**src/gcac_defines.vh**
```
// constants for the guest coprocessor access control block
`ifndef GCAC_DEFINES_VH
`define GCAC_DEFINES_VH
// register numbers
`define GCAC_REG_STATUS   5'h0c
`define GCAC_REG_INTCTL   5'h0c
`define GCAC_REG_CAUSE    5'h0d
`define GCAC_REG_IDENT    5'h0f
`define GCAC_REG_CONFIG   5'h10
`define GCAC_REG_WATCHLO  5'h12
`define GCAC_REG_WATCHHI  5'h13
`define GCAC_REG_PERF     5'h19
`define GCAC_REG_RSV9     5'h09
`define GCAC_REG_RSV11    5'h0b
`define GCAC_REG_RSV22    5'h16
// selects
`define GCAC_SEL_STATUS   3'h0
`define GCAC_SEL_INTCTL   3'h1
`define GCAC_SEL_CAUSE    3'h0
`define GCAC_SEL_IDENT    3'h0
`define GCAC_SEL_DMAP     3'h2
`define GCAC_SEL_CMGCR    3'h3
`define GCAC_SEL_RSV6     3'h6
`define GCAC_SEL_RSV7     3'h7
// status field positions
`define GCAC_ST_COP1_USE  29
`define GCAC_ST_COP2_USE  30
`define GCAC_ST_RED_PWR   27
`define GCAC_ST_FPU_MODE  26
`define GCAC_ST_EXT_EN    24
`define GCAC_ST_BOOT_VEC  22
`define GCAC_ST_MULTI_HIT 21
`define GCAC_ST_SOFT_RST  20
`define GCAC_ST_NMI       19
`define GCAC_ST_IMPL_HI   17
`define GCAC_ST_IMPL_LO   16
`define GCAC_ST_OPMODE_HI 4
`define GCAC_ST_OPMODE_LO 3
`define GCAC_ST_ERR_LVL   2
`define GCAC_ST_EXC_LVL   1
// cause and intctl field positions
`define GCAC_CA_CNT_DIS   27
`define GCAC_CA_VEC_SEL   23
`define GCAC_IC_SPACE_HI  9
`define GCAC_IC_SPACE_LO  5
// perf control event fields
`define GCAC_PC_EV_HI     10
`define GCAC_PC_EV_LO     5
`define GCAC_PC_EVX_HI    14
`define GCAC_PC_EVX_LO    11
// access decision codes
`define GCAC_DEC_PROCEED  2'h0
`define GCAC_DEC_TRAP     2'h1
`define GCAC_DEC_UNDEF    2'h2
`endif

```
**src/gcac_access_control.v**
```verilog
// guest coprocessor access decision and field-change exception unit
`timescale 1ns/1ps
`default_nettype none
`include "gcac_defines.vh"

module gcac_access_control
#(
  parameter RSV_IMPL_MASK = 8'h00  // per reserved slot: 1 = implementation reserved
)
(
  input  wire        clk,
  input  wire        rst,
  input  wire        acc_valid,            // guest access request, one cycle
  input  wire        acc_write,            // 1 = write, 0 = read
  input  wire [4:0]  acc_reg,              // register number
  input  wire [2:0]  acc_sel,              // select
  input  wire [31:0] acc_wdata,            // value the guest writes
  input  wire [31:0] acc_cur,              // current value of that register
  input  wire        reg_replicated,       // register exists in guest context
  input  wire        presence_writable,    // presence bit root writable
  input  wire        presence_bit,         // current presence bit value
  input  wire        root_reg_present,     // matching root register exists
  input  wire        coprocessor_access_enable,
  input  wire        config_access_enable,
  input  wire        mode_change_detect,
  input  wire        cop1_change_permit,
  input  wire        cop2_change_permit,
  input  wire        other_register_guard,
  input  wire        field_change_disable,
  input  wire        hw_exc_level_change,  // hardware changed guest exception level
  input  wire        hw_multi_match_change, // hardware changed multi-match bit
  input  wire        root_reduced_power,   // root copy of power bit
  output reg  [1:0]  decision_ff,          // registered decision code
  output reg         privileged_sensitive_trap_ff,
  output reg         software_field_change_exc_ff,
  output reg         hardware_field_change_exc_ff,
  output reg         access_undefined_ff,
  output reg         system_reduced_power_ff
);

  // ==========================================================
  // register class decode
  // ==========================================================
  // reserved slot index, 0..7; bit 3 flags a reserved register
  function [3:0] rsv_slot;
    input [4:0] r;
    input [2:0] s;
    begin
      rsv_slot = 4'h0;
      if (r == `GCAC_REG_RSV22)
        rsv_slot = 4'h8 | 4'h6;                       // all selects of 22
      else if ((s == `GCAC_SEL_RSV6) || (s == `GCAC_SEL_RSV7))
      begin
        if (r == `GCAC_REG_RSV9)
          rsv_slot = {2'h2, 1'b0, s[0]};
        else if (r == `GCAC_REG_RSV11)
          rsv_slot = {2'h2, 1'b1, s[0]};
        else if (r == `GCAC_REG_CONFIG)
          rsv_slot = {2'h3, 1'b0, s[0]};
      end
    end
  endfunction

  // exact register and select match
  function hit;
    input [4:0] r;
    input [2:0] s;
    input [4:0] rr;
    input [2:0] ss;
    begin
      hit = (r == rr) && (s == ss);
    end
  endfunction

  wire [3:0] slot      = rsv_slot(acc_reg, acc_sel);
  wire       is_rsv    = slot[3];
  wire       is_impl   = is_rsv && RSV_IMPL_MASK[slot[2:0]];
  wire       is_ident  = hit(acc_reg, acc_sel, `GCAC_REG_IDENT, `GCAC_SEL_IDENT) |
                         hit(acc_reg, acc_sel, `GCAC_REG_IDENT, `GCAC_SEL_DMAP) |
                         hit(acc_reg, acc_sel, `GCAC_REG_IDENT, `GCAC_SEL_CMGCR);
  wire       is_config = (acc_reg == `GCAC_REG_CONFIG) && !is_rsv;
  wire       is_status = hit(acc_reg, acc_sel, `GCAC_REG_STATUS, `GCAC_SEL_STATUS);
  wire       is_intctl = hit(acc_reg, acc_sel, `GCAC_REG_INTCTL, `GCAC_SEL_INTCTL);
  wire       is_cause  = hit(acc_reg, acc_sel, `GCAC_REG_CAUSE, `GCAC_SEL_CAUSE);
  wire       is_perf   = (acc_reg == `GCAC_REG_PERF);

  // ==========================================================
  // software field change detector
  // ==========================================================
  wire sw_change;  // guest write changes a watched field

  gcac_field_change u_fc
  (
    .is_status          (is_status),
    .is_cause           (is_cause),
    .is_intctl          (is_intctl),
    .is_perf            (is_perf),
    .cur_val            (acc_cur),
    .new_val            (acc_wdata),
    .cop1_change_permit (cop1_change_permit),
    .cop2_change_permit (cop2_change_permit),
    .mode_change_detect (mode_change_detect),
    .sw_change          (sw_change)
  );

  // ==========================================================
  // access decision
  // ==========================================================
  // priority: disabled access, reserved, identity, config, presence table
  reg [1:0] nxt_decision;
  always @*
  begin
    nxt_decision = `GCAC_DEC_PROCEED;
    if (!coprocessor_access_enable)
      nxt_decision = `GCAC_DEC_TRAP;
    else if (is_rsv)
    begin
      // implementation slots skip the guard, needs are unknown
      if (!is_impl && other_register_guard)
        nxt_decision = `GCAC_DEC_TRAP;
      else
        nxt_decision = `GCAC_DEC_UNDEF;               // reads and writes stay undefined
    end
    else if (is_ident)
      nxt_decision = `GCAC_DEC_TRAP;                  // hypervisor emulates
    else if (is_config && acc_write && !config_access_enable)
      nxt_decision = `GCAC_DEC_TRAP;
    else if (!reg_replicated)
    begin
      if (presence_writable && presence_bit)
        nxt_decision = `GCAC_DEC_TRAP;                // root emulates
      else
        nxt_decision = `GCAC_DEC_UNDEF;
    end
    else if (presence_writable && !presence_bit)
      nxt_decision = `GCAC_DEC_UNDEF;
    else
      nxt_decision = `GCAC_DEC_PROCEED;
    // a non-identity trap with no root register behind it is unpredictable
    if ((nxt_decision == `GCAC_DEC_TRAP) && !root_reg_present && !is_ident)
      nxt_decision = `GCAC_DEC_UNDEF;
  end

  // ==========================================================
  // field change qualification
  // ==========================================================
  // software change exceptions only on an access that proceeds; disable masks all
  wire nxt_sfc = acc_valid && acc_write && !field_change_disable &&
                 (nxt_decision == `GCAC_DEC_PROCEED) && sw_change;
  // hardware changes: exception level only with detect, multi-match without detect
  wire nxt_hfc = !field_change_disable &&
                 ((hw_exc_level_change && mode_change_detect) |
                  hw_multi_match_change);

  // ==========================================================
  // output registers
  // ==========================================================
  // pulses last one cycle after the access; decision holds until next access
  always @(posedge clk or posedge rst)
  begin
    if (rst)
    begin
      decision_ff                  <= `GCAC_DEC_PROCEED;
      privileged_sensitive_trap_ff <= 1'b0;
      software_field_change_exc_ff <= 1'b0;
      hardware_field_change_exc_ff <= 1'b0;
      access_undefined_ff          <= 1'b0;
      system_reduced_power_ff      <= 1'b0;
    end
    else
    begin
      if (acc_valid)
        decision_ff <= nxt_decision;
      privileged_sensitive_trap_ff <= acc_valid && (nxt_decision == `GCAC_DEC_TRAP);
      access_undefined_ff          <= acc_valid && (nxt_decision == `GCAC_DEC_UNDEF);
      software_field_change_exc_ff <= nxt_sfc;
      hardware_field_change_exc_ff <= nxt_hfc;
      // guest power bit never reaches the system, root copy alone
      system_reduced_power_ff      <= root_reduced_power;
    end
  end

endmodule
`default_nettype wire

```
**src/gcac_field_change.v**
```verilog
// field-change detector for guest status, cause, intctl and perf control writes
`timescale 1ns/1ps
`default_nettype none
`include "gcac_defines.vh"

module gcac_field_change
(
  input  wire        is_status,
  input  wire        is_cause,
  input  wire        is_intctl,
  input  wire        is_perf,
  input  wire [31:0] cur_val,
  input  wire [31:0] new_val,
  input  wire        cop1_change_permit,
  input  wire        cop2_change_permit,
  input  wire        mode_change_detect,
  output reg         sw_change
);

  // ==========================================================
  // helpers
  // ==========================================================
  // one bit differs between old and new value
  function bit_diff;
    input [31:0] a;
    input [31:0] b;
    input integer pos;
    begin
      bit_diff = a[pos] ^ b[pos];
    end
  endfunction

  wire [31:0] diff = cur_val ^ new_val;  // changed bits only

  // ==========================================================
  // detection
  // ==========================================================
  // only a real change counts; an unchanged write completes normally
  always @*
  begin
    sw_change = 1'b0;
    if (is_status)
    begin
      if (bit_diff(cur_val, new_val, `GCAC_ST_COP1_USE) && !cop1_change_permit)
        sw_change = 1'b1;
      if (bit_diff(cur_val, new_val, `GCAC_ST_COP2_USE) && !cop2_change_permit)
        sw_change = 1'b1;
      if (diff[`GCAC_ST_RED_PWR])
        sw_change = 1'b1;
      if (diff[`GCAC_ST_FPU_MODE] | diff[`GCAC_ST_EXT_EN] | diff[`GCAC_ST_BOOT_VEC] |
          diff[`GCAC_ST_MULTI_HIT] | diff[`GCAC_ST_SOFT_RST] | diff[`GCAC_ST_NMI] |
          diff[`GCAC_ST_ERR_LVL] | (|diff[`GCAC_ST_IMPL_HI:`GCAC_ST_IMPL_LO]))
        sw_change = 1'b1;
      if ((|diff[`GCAC_ST_OPMODE_HI:`GCAC_ST_OPMODE_LO]) && mode_change_detect)
        sw_change = 1'b1;
    end
    if (is_cause && (diff[`GCAC_CA_CNT_DIS] | diff[`GCAC_CA_VEC_SEL]))
      sw_change = 1'b1;
    if (is_intctl && (|diff[`GCAC_IC_SPACE_HI:`GCAC_IC_SPACE_LO]))
      sw_change = 1'b1;
    if (is_perf && ((|diff[`GCAC_PC_EV_HI:`GCAC_PC_EV_LO]) |
                    (|diff[`GCAC_PC_EVX_HI:`GCAC_PC_EVX_LO])))
      sw_change = 1'b1;
  end

endmodule
`default_nettype wire

```
**config.mk**
```make
export PLATFORM = sky130hd
export DESIGN_NAME = gcac_access_control
export DESIGN_NICKNAME = d
export VERILOG_FILES = /design/src/gcac_access_control.v /design/src/gcac_field_change.v
export VERILOG_INCLUDE_DIRS = /design/src
export SDC_FILE = /design/constraint.sdc
export NUM_CORES = 1
export LEC_CHECK = 0
export ABC_CLOCK_PERIOD_IN_PS = 800
export BUFFER_PORTS_ARGS = -buffer_cell sky130_fd_sc_hd__clkbuf_2
export CORE_AREA = 10 10 60 62
export DETAILED_ROUTE_END_ITERATION = 10
export DIE_AREA = 0 0 70 72
export PLACE_DENSITY = 0.82
export SLEW_MARGIN = 20
export SYNTH_ARGS = -nofsm -noshare
export SYNTH_HDL_FRONTEND = slang
export SYNTH_SLANG_ARGS = --single-unit
```
**constraint.sdc**
```tcl
create_clock -name clk -period 0.8 [get_ports clk]
set_clock_uncertainty 0.05 [all_clocks]
set_input_delay 0.16 -clock clk [delete_from_list [all_inputs] [get_ports clk]]
set_output_delay 0.16 -clock clk [all_outputs]
set_load 0.02 [all_outputs]
```
==> results of run 1 <==
[logic make-up (layout without fill, tap and decap cells)]
family	after synthesis	after routing	share of synthesized area, %
xor+xnor	25	25	28.78
compound gates	19	19	19.90
buf+inv	5	109	2.467
simple gates	33	33	25.82
flops	7	7	23.03
[worst max path at each step]
stage,start,cells past startpoint,slack (ns),endpoint
after CTS,acc_reg[3],6,-0.55,decision_ff[1]
after global routing,acc_reg[3],6,-0.62,access_undefined_ff
after detailed placement,acc_reg[3],6,-0.84,decision_ff[1]
after global placement,acc_reg[3],6,-0.79,decision_ff[1]
after floorplan,acc_reg[3],5,-0.65,decision_ff[1]
final,acc_reg[3],6,-0.54,decision_ff[1]
[stage by stage]
step	instance area, µm²	worst slack, ns	setup TNS (ns)	total power (µW)	cells
finish	1456	-0.5394	-3.563	1355	223
global route	1456	-0.6200	-4.011	1439	223
CTS	1405	-0.5459	-3.605	1344	223
detailed placement	1310	-0.8385	-3.774	953.8	214
global placement	1310	-0.7888	-3.590	936.1	214
floorplan	764.5	-0.6518	-2.693	622.6	89
[power by group through the flow]
stage | Sequential (µW) | Combinational [µW] | Clock (µW)
after floorplan | 424 | 199 | 0
after global placement | 393 | 543 | 0
after detailed placement | 395 | 559 | 0
after CTS | 389 | 608 | 348
after global routing | 396 | 686 | 357
final | 393 | 628 | 333
[critical path, stage by stage]
cell	delay [ns]
buf_6	0.09
or3b_4	0.38
a221o_1	0.30
and3_4	0.17
a311oi_2	0.23
o22a_1	0.16
[synth_stat cells (2+ instances only)]
cell type  instances
xor2_1            16
xnor2_1            9
dfrtp_1            7
nand3_1            7
nor2_1             6
inv_1              5
nand2_1            5
o21ai_0            3
and4bb_2           2
nor3_1             2
nor4_1             2
o2111ai_1          2
o21a_1             2
o22a_1             2
[per-layer routing]
metal,vias up,global-route usage (%),wire length [µm]
met5,-,0,0
met4,0,3.947,36
met3,5,4.762,287
met2,50,21.85,1623
met1,467,11.51,1228
li1,535,-,-
[cell type report]
class | count | area [µm²]
flip-flops and latches | 7 | 175.2
clock buffers | 4 | 26.28
fillers | 227 | 975.9
multi-input cells | 77 | 586.8
well taps | 30 | 37.54
inverters | 5 | 18.77
repair buffers | 100 | 611.8
[cell usage in the layout, fill, tap and decap left out, types with 3 or more instances in the layout]
cell and n:
nand2_1 4, clkbuf_2 73, dfrtp_1 7, nor2_1 6, xor2_1 16, nand3_1 6
clkbuf_4 3, buf_6 7, buf_4 16, inv_1 5, xnor2_1 9
[flip-flops by register name, summed over array words and instances (netlist names)]
signal / cells
system_reduced_power_ff: 1
access_undefined_ff: 1
hardware_field_change_exc_ff: 1
software_field_change_exc_ff: 1
decision_ff: 2
privileged_sensitive_trap_ff: 1
[what timing repair did]
action,4_1_cts,5_1_grt
gates cloned,0,0
hold endpoints to repair,8,0
setup buffers,3,0
pin swaps,4,0
gates resized for setup,7,20
hold buffers,2,0
setup endpoints to repair,12,12
==> summary.md, run 1 <==
| Metric | Value |
|---|---|
| Routability congestion estimate | 0.8460 |
| Slew of the pin with the lowest slew margin | 0.2779 ns |
| Comb pwr share | 46.4% |
| Period minus WS final | 1.339 ns |
| F_max | 746.6 MHz |
| Largest net degree at the start of global routing | 8 |
| RSZ-0062 raised after global routing | yes |
| Clock Pin Slew Worst Setup and Hold Paths | 0.05 ns |
| FP Rows | 18 |
| Vias per std cell | 4.740 |
| WHS Endpoint | hardware_field_change_exc_ff |
| Clk pwr share | approximately 25% |
| Yosys cell types | 33 |
| Core area | 2432 µm² |
| Flop pwr share | 29.0% |
| 1st-iter DRT viols | 39 |
| Leading post-synthesis cells by cell area | dfrtp_1 23%, xor2_1 18%, xnor2_1 10%, nand3_1 4.6%, and4bb_2 3.3% |
| First-pass GRT wire length | 5016 µm |
| Clock Tree Root | clkbuf_4 |
| Critical path class | in -> reg |
| Global Route Usage Sum | 11.71% |
| Static Leak | 0.0007686 µW |
| Grt ovf | 0 |
| CTS Buf Count | 3 |
| Failing checks | setup timing |
| Post-DRT Antenna Nets | 0 |
| Async S/R FF share, synth | between 90% and 100% |
| CP Launch Type | input pin |
| Finished Core Util | approximately three fifths |
| Cell internal pwr | 944.1 µW |
| Synth area leader | dfrtp_1 |
| Avg Cell Area, Syn | 8.548 µm² |
| R2R Path End | decision_ff[1] |
| Worst Hold Launch | hw_multi_match_change |
| Kind of end point of the critical path | register |
| TritonCTS clock tree | yes |
| Relative slew margins | 81.45% |
| Post-detail-place hpwl | 2859 µm |
| Starting Density | 31.28% |
| Final WS setup | -0.5394 ns |
| Ys flop type | dfrtp_1 |
| # Max-Cap Violations | 0 |
| WL/cell | 14.23 µm |
| Final #Nets | 284 |
| Final hold slack | 0.08702 ns |
| CP required | 0.95 ns |
| Layout area overhead | 91.45% |
| CP arrival | 1.49 ns |
| Setup Viol. Count Final | 12 |
| Syn Nets | 179 |
| Net switching power | 410.4 µW |
| PortBufs | 82 |
| Final slew viol count | 0 |
| Worst r2r src | decision_ff[1] |
| Synth Cell Area | 760.7 µm² |
| Initial antenna violation count | 0 |
| # IOs | 97 |
| Fraction of power spent switching nets | 30.30% |
| DR vias | ~1,100 |
| Post-synth EDFFs | 0 |
| Power per Cell Area | 930.0 nW/µm² |
| Post-synth top area share | 23.03% |
| Vias in the first global route | approximately 1,200 |
| Ys Warns | 0 |
| Die width | roughly 70 µm |
| Worst hold path class | in -> reg |
| Final Hold Violating Endpoints | 0 |
| ANT cells | 0 |
| Buffer depth of the longest clock path | 2 |
| DRC errors left | 0 |
| Initial DRT Pass Iterations | 2 |
| Die Ht | 72 µm |
| Reg2reg setup slack | -0.09 ns |
| Skew-Pair Late Insertion Delay | ~0.26 ns |
| Share of layout cells above drive strength 1 | 58.03% |
| H-tree Lvls | 1 |
| Hold Path Depth | 3 |
| CP max FO | 3 |
| Sequential-to-total area share from yosys stat | a little under a quarter |
| Die ar. | 5040 µm² |
| Synthesized instance count | 89 |
| Total Wirelength | around 3200 µm |
| Clock sinks | 7 |
| Max IR drop VDD | 0.0009331 V |
| Flops & latches, synth | 7 |
| Status | complete, but fails checks |
| FF-to-FF path depth | 2 |
| Fin crit share | 167.4% |
Power figures use the tool's default switching activity.
==> run 2: changes to the inputs <==
==> constraint.sdc (replaced) <==
create_clock -name clk -period 0.8 [get_ports clk]
set_clock_uncertainty 0.05 [all_clocks]
set_input_delay 0.04 -clock clk [delete_from_list [all_inputs] [get_ports clk]]
set_output_delay 0.04 -clock clk [all_outputs]
set_load 0.02 [all_outputs]
==> run 2 against run 1 <==
Effect of this change:
- the run still ends with setup timing left
- die area unchanged
- utilization increased by 1.6 points
- clock power decreased by 4%
- worst setup slack improved by 0.084 ns
- critical path depth unchanged
- routed wire length increased by 5.3%
- largest power group unchanged
==> summary.md, run 2 (synthesis gave the netlist of run 1 again) <==
| Metric | Value |
|---|---|
| CP cell instances | buf_6 > or3b_4 > a221o_1 > and3_4 > a311oi_2 > o22a_1 |
| Clock sinks | 7 |
| Initial antenna violation count | 0 |
| Flop pwr share | 28.9% |
| Share of layout cells above drive strength 1 | 58.67% |
| Final Hold Violating Endpoints | 0 |
| F_max | about 800 MHz |
| Initial DRT Pass Iterations | 4 |
| H-tree Lvls | 1 |
| CP required | 0.95 ns |
| Final Total Pwr | 1360 µW |
| FP Rows | 18 |
| Net switching power | 407.4 µW |
| Layout area overhead | 96.71% |
| Kind of end point of the critical path | register |
| Final slew viol count | 0 |
| Starting Density | 31.28% |
| Final Non-Filler Cells | 226 |
| Skew-Pair Late Insertion Delay | roughly 0.25 ns |
| Slew of the pin with the lowest slew margin | between 0.3 and 0.4 ns |
| Buffer depth of the longest clock path | 2 |
| CP arrival | 1.40 ns |
| Global Route Usage Sum | 12.46% |
| PortBufs | 82 |
| Final WS setup | -0.4558 ns |
| 1st-iter DRT viols | 19 |
| Clk pwr share | 23.5% |
| Worst hold path class | in -> reg |
| Setup Viol. Count Final | 12 |
| Relative slew margins | between 70% and 80% |
| Status | complete, but fails checks |
| Routability congestion estimate | slightly below 0.8 |
| Biggest register | decision_ff |
| Die Ht | 72 µm |
| TritonCTS clock tree | yes |
| Fillers | approximately 240 |
| Delay-heaviest family, CP | compound AO/OA/AOI/OAI gates |
| CP max FO | 3 |
| Vias in the first global route | approximately 1,200 |
| Clock Pin Slew Worst Setup and Hold Paths | 0.05 ns |
| Pre-CTS setup slack | -0.7456 ns |
| Largest net degree at the start of global routing | 8 |
| Most frequent cells in the layout | 73 x clkbuf_2, 16 x xor2_1, 16 x buf_4 |
| RSZ-0062 raised after global routing | yes |
| Vias per std cell | 4.832 |
| WL/cell | around 15 µm |
| Total Wirelength | between 3000 and 4000 µm |
| Die ar. | 5040 µm² |
| Grt ovf | 0 |
| DR vias | 1,092 |
| Dpl cells | 213 |
| Comb pwr share | 47.6% |
| # Max-Cap Violations | 0 |
| Cell internal pwr | approximately 950 µW |
| Fraction of power spent switching nets | between 20 and 30% |
| Critical-path top delay cell | or3b_4 |
| Core area | about 2400 µm² |
| Setup TNS | -2.262 ns |
| DRC errors left | 0 |
| Most common cell after layout, fill and taps aside | clkbuf_2 |
| Final #Nets | 287 |
| Die width | 70 µm |
| Post-detail-place hpwl | 2913 µm |
| CP Launch Type | input pin |
| Fin crit share | 157.0% |
| First-pass GRT wire length | 5292 µm |
| Power per Cell Area | 908.8 nW/µm² |
| Failing checks | setup timing |
| # IOs | 97 |
| Period minus WS final | around 1.3 ns |
| CTS Buf Count | 3 |
| Max FFs per register | 2 |
| Crit path largest cell delay | between 0.3 and 0.4 ns |
| Static Leak | 0.0007888 µW |
| Buf/Inv on CP | 1 |
| Critical path class | in -> reg |
| Clock Tree Root | clkbuf_4 |
| ANT cells | 0 |
| Max IR drop VDD | 0.0006485 V |
| Post-DRT Antenna Nets | 0 |
run 2: per-layer routing:
metal  vias to the layer above  wire length (µm)  track usage [%]
met5                         -                 0                0
met4                         0                29            3.289
met3                         3               327            5.306
met2                        58              1787            23.16
met1                       489              1197            12.49
li1                        542                 -                -
run 2: worst paths after layout:
kind                                        to  slack, ns  cells after the start      startpoint
max                             decision_ff[1]      -0.46                      6      acc_reg[3]
min reg2reg                     decision_ff[0]       0.55                      2  decision_ff[0]
max in group asynchronous       decision_ff[0]       0.31                      3             rst
max reg2reg                     decision_ff[1]      -0.09                      2  decision_ff[1]
min in group asynchronous  access_undefined_ff       0.19                      3             rst
min                             decision_ff[0]       0.03                      3       acc_valid
run 2: what timing repair did:
action                                 4_1_cts  5_1_grt
endpoints found under the hold margin        9        0
setup endpoints to repair                   12       13
pin swaps                                    3        2
hold buffers                                 5        0
setup buffers                                2        2
gates resized for setup                      7       26
run 2: area by class of cell:
cell class              instances  area [µm²]  area share (%)
repair buffers                103       641.9           42.89
multi-input cells              77       596.8           39.88
flip-flops and latches          7       175.2           11.71
well taps                      30       37.54           2.508
clock buffers                   4       26.28           1.756
inverters                       5       18.77           1.254
run 2: power by group through the flow:
stage / combinational, µW / sequential [µW] / clock, µW
after floorplan: 199 / 424 / 0
after global placement: 538 / 393 / 0
after detailed placement: 558 / 394 / 0
after CTS: 603 / 389 / 327
after global routing: 711 / 396 / 347
final: 647 / 393 / 320
run 2: worst register-to-register path, delay by kind of cell, from the launching register on:
family          cells  cell delay, ns
buf+inv             1            0.14
compound gates      1            0.20
flops               1            0.39
run 2: metrics by stage:
stage / hold WS (ns) / utilization (%) / instance area (µm²)
after floorplan: -0.2066 / - / 764.5
after global placement: -0.1011 / 53.55 / 1303
after detailed placement: -0.09469 / 53.55 / 1303
after CTS: 0.03031 / 58.33 / 1419
after global routing: 0.04199 / 61.52 / 1496
final: 0.03110 / 61.52 / 1496
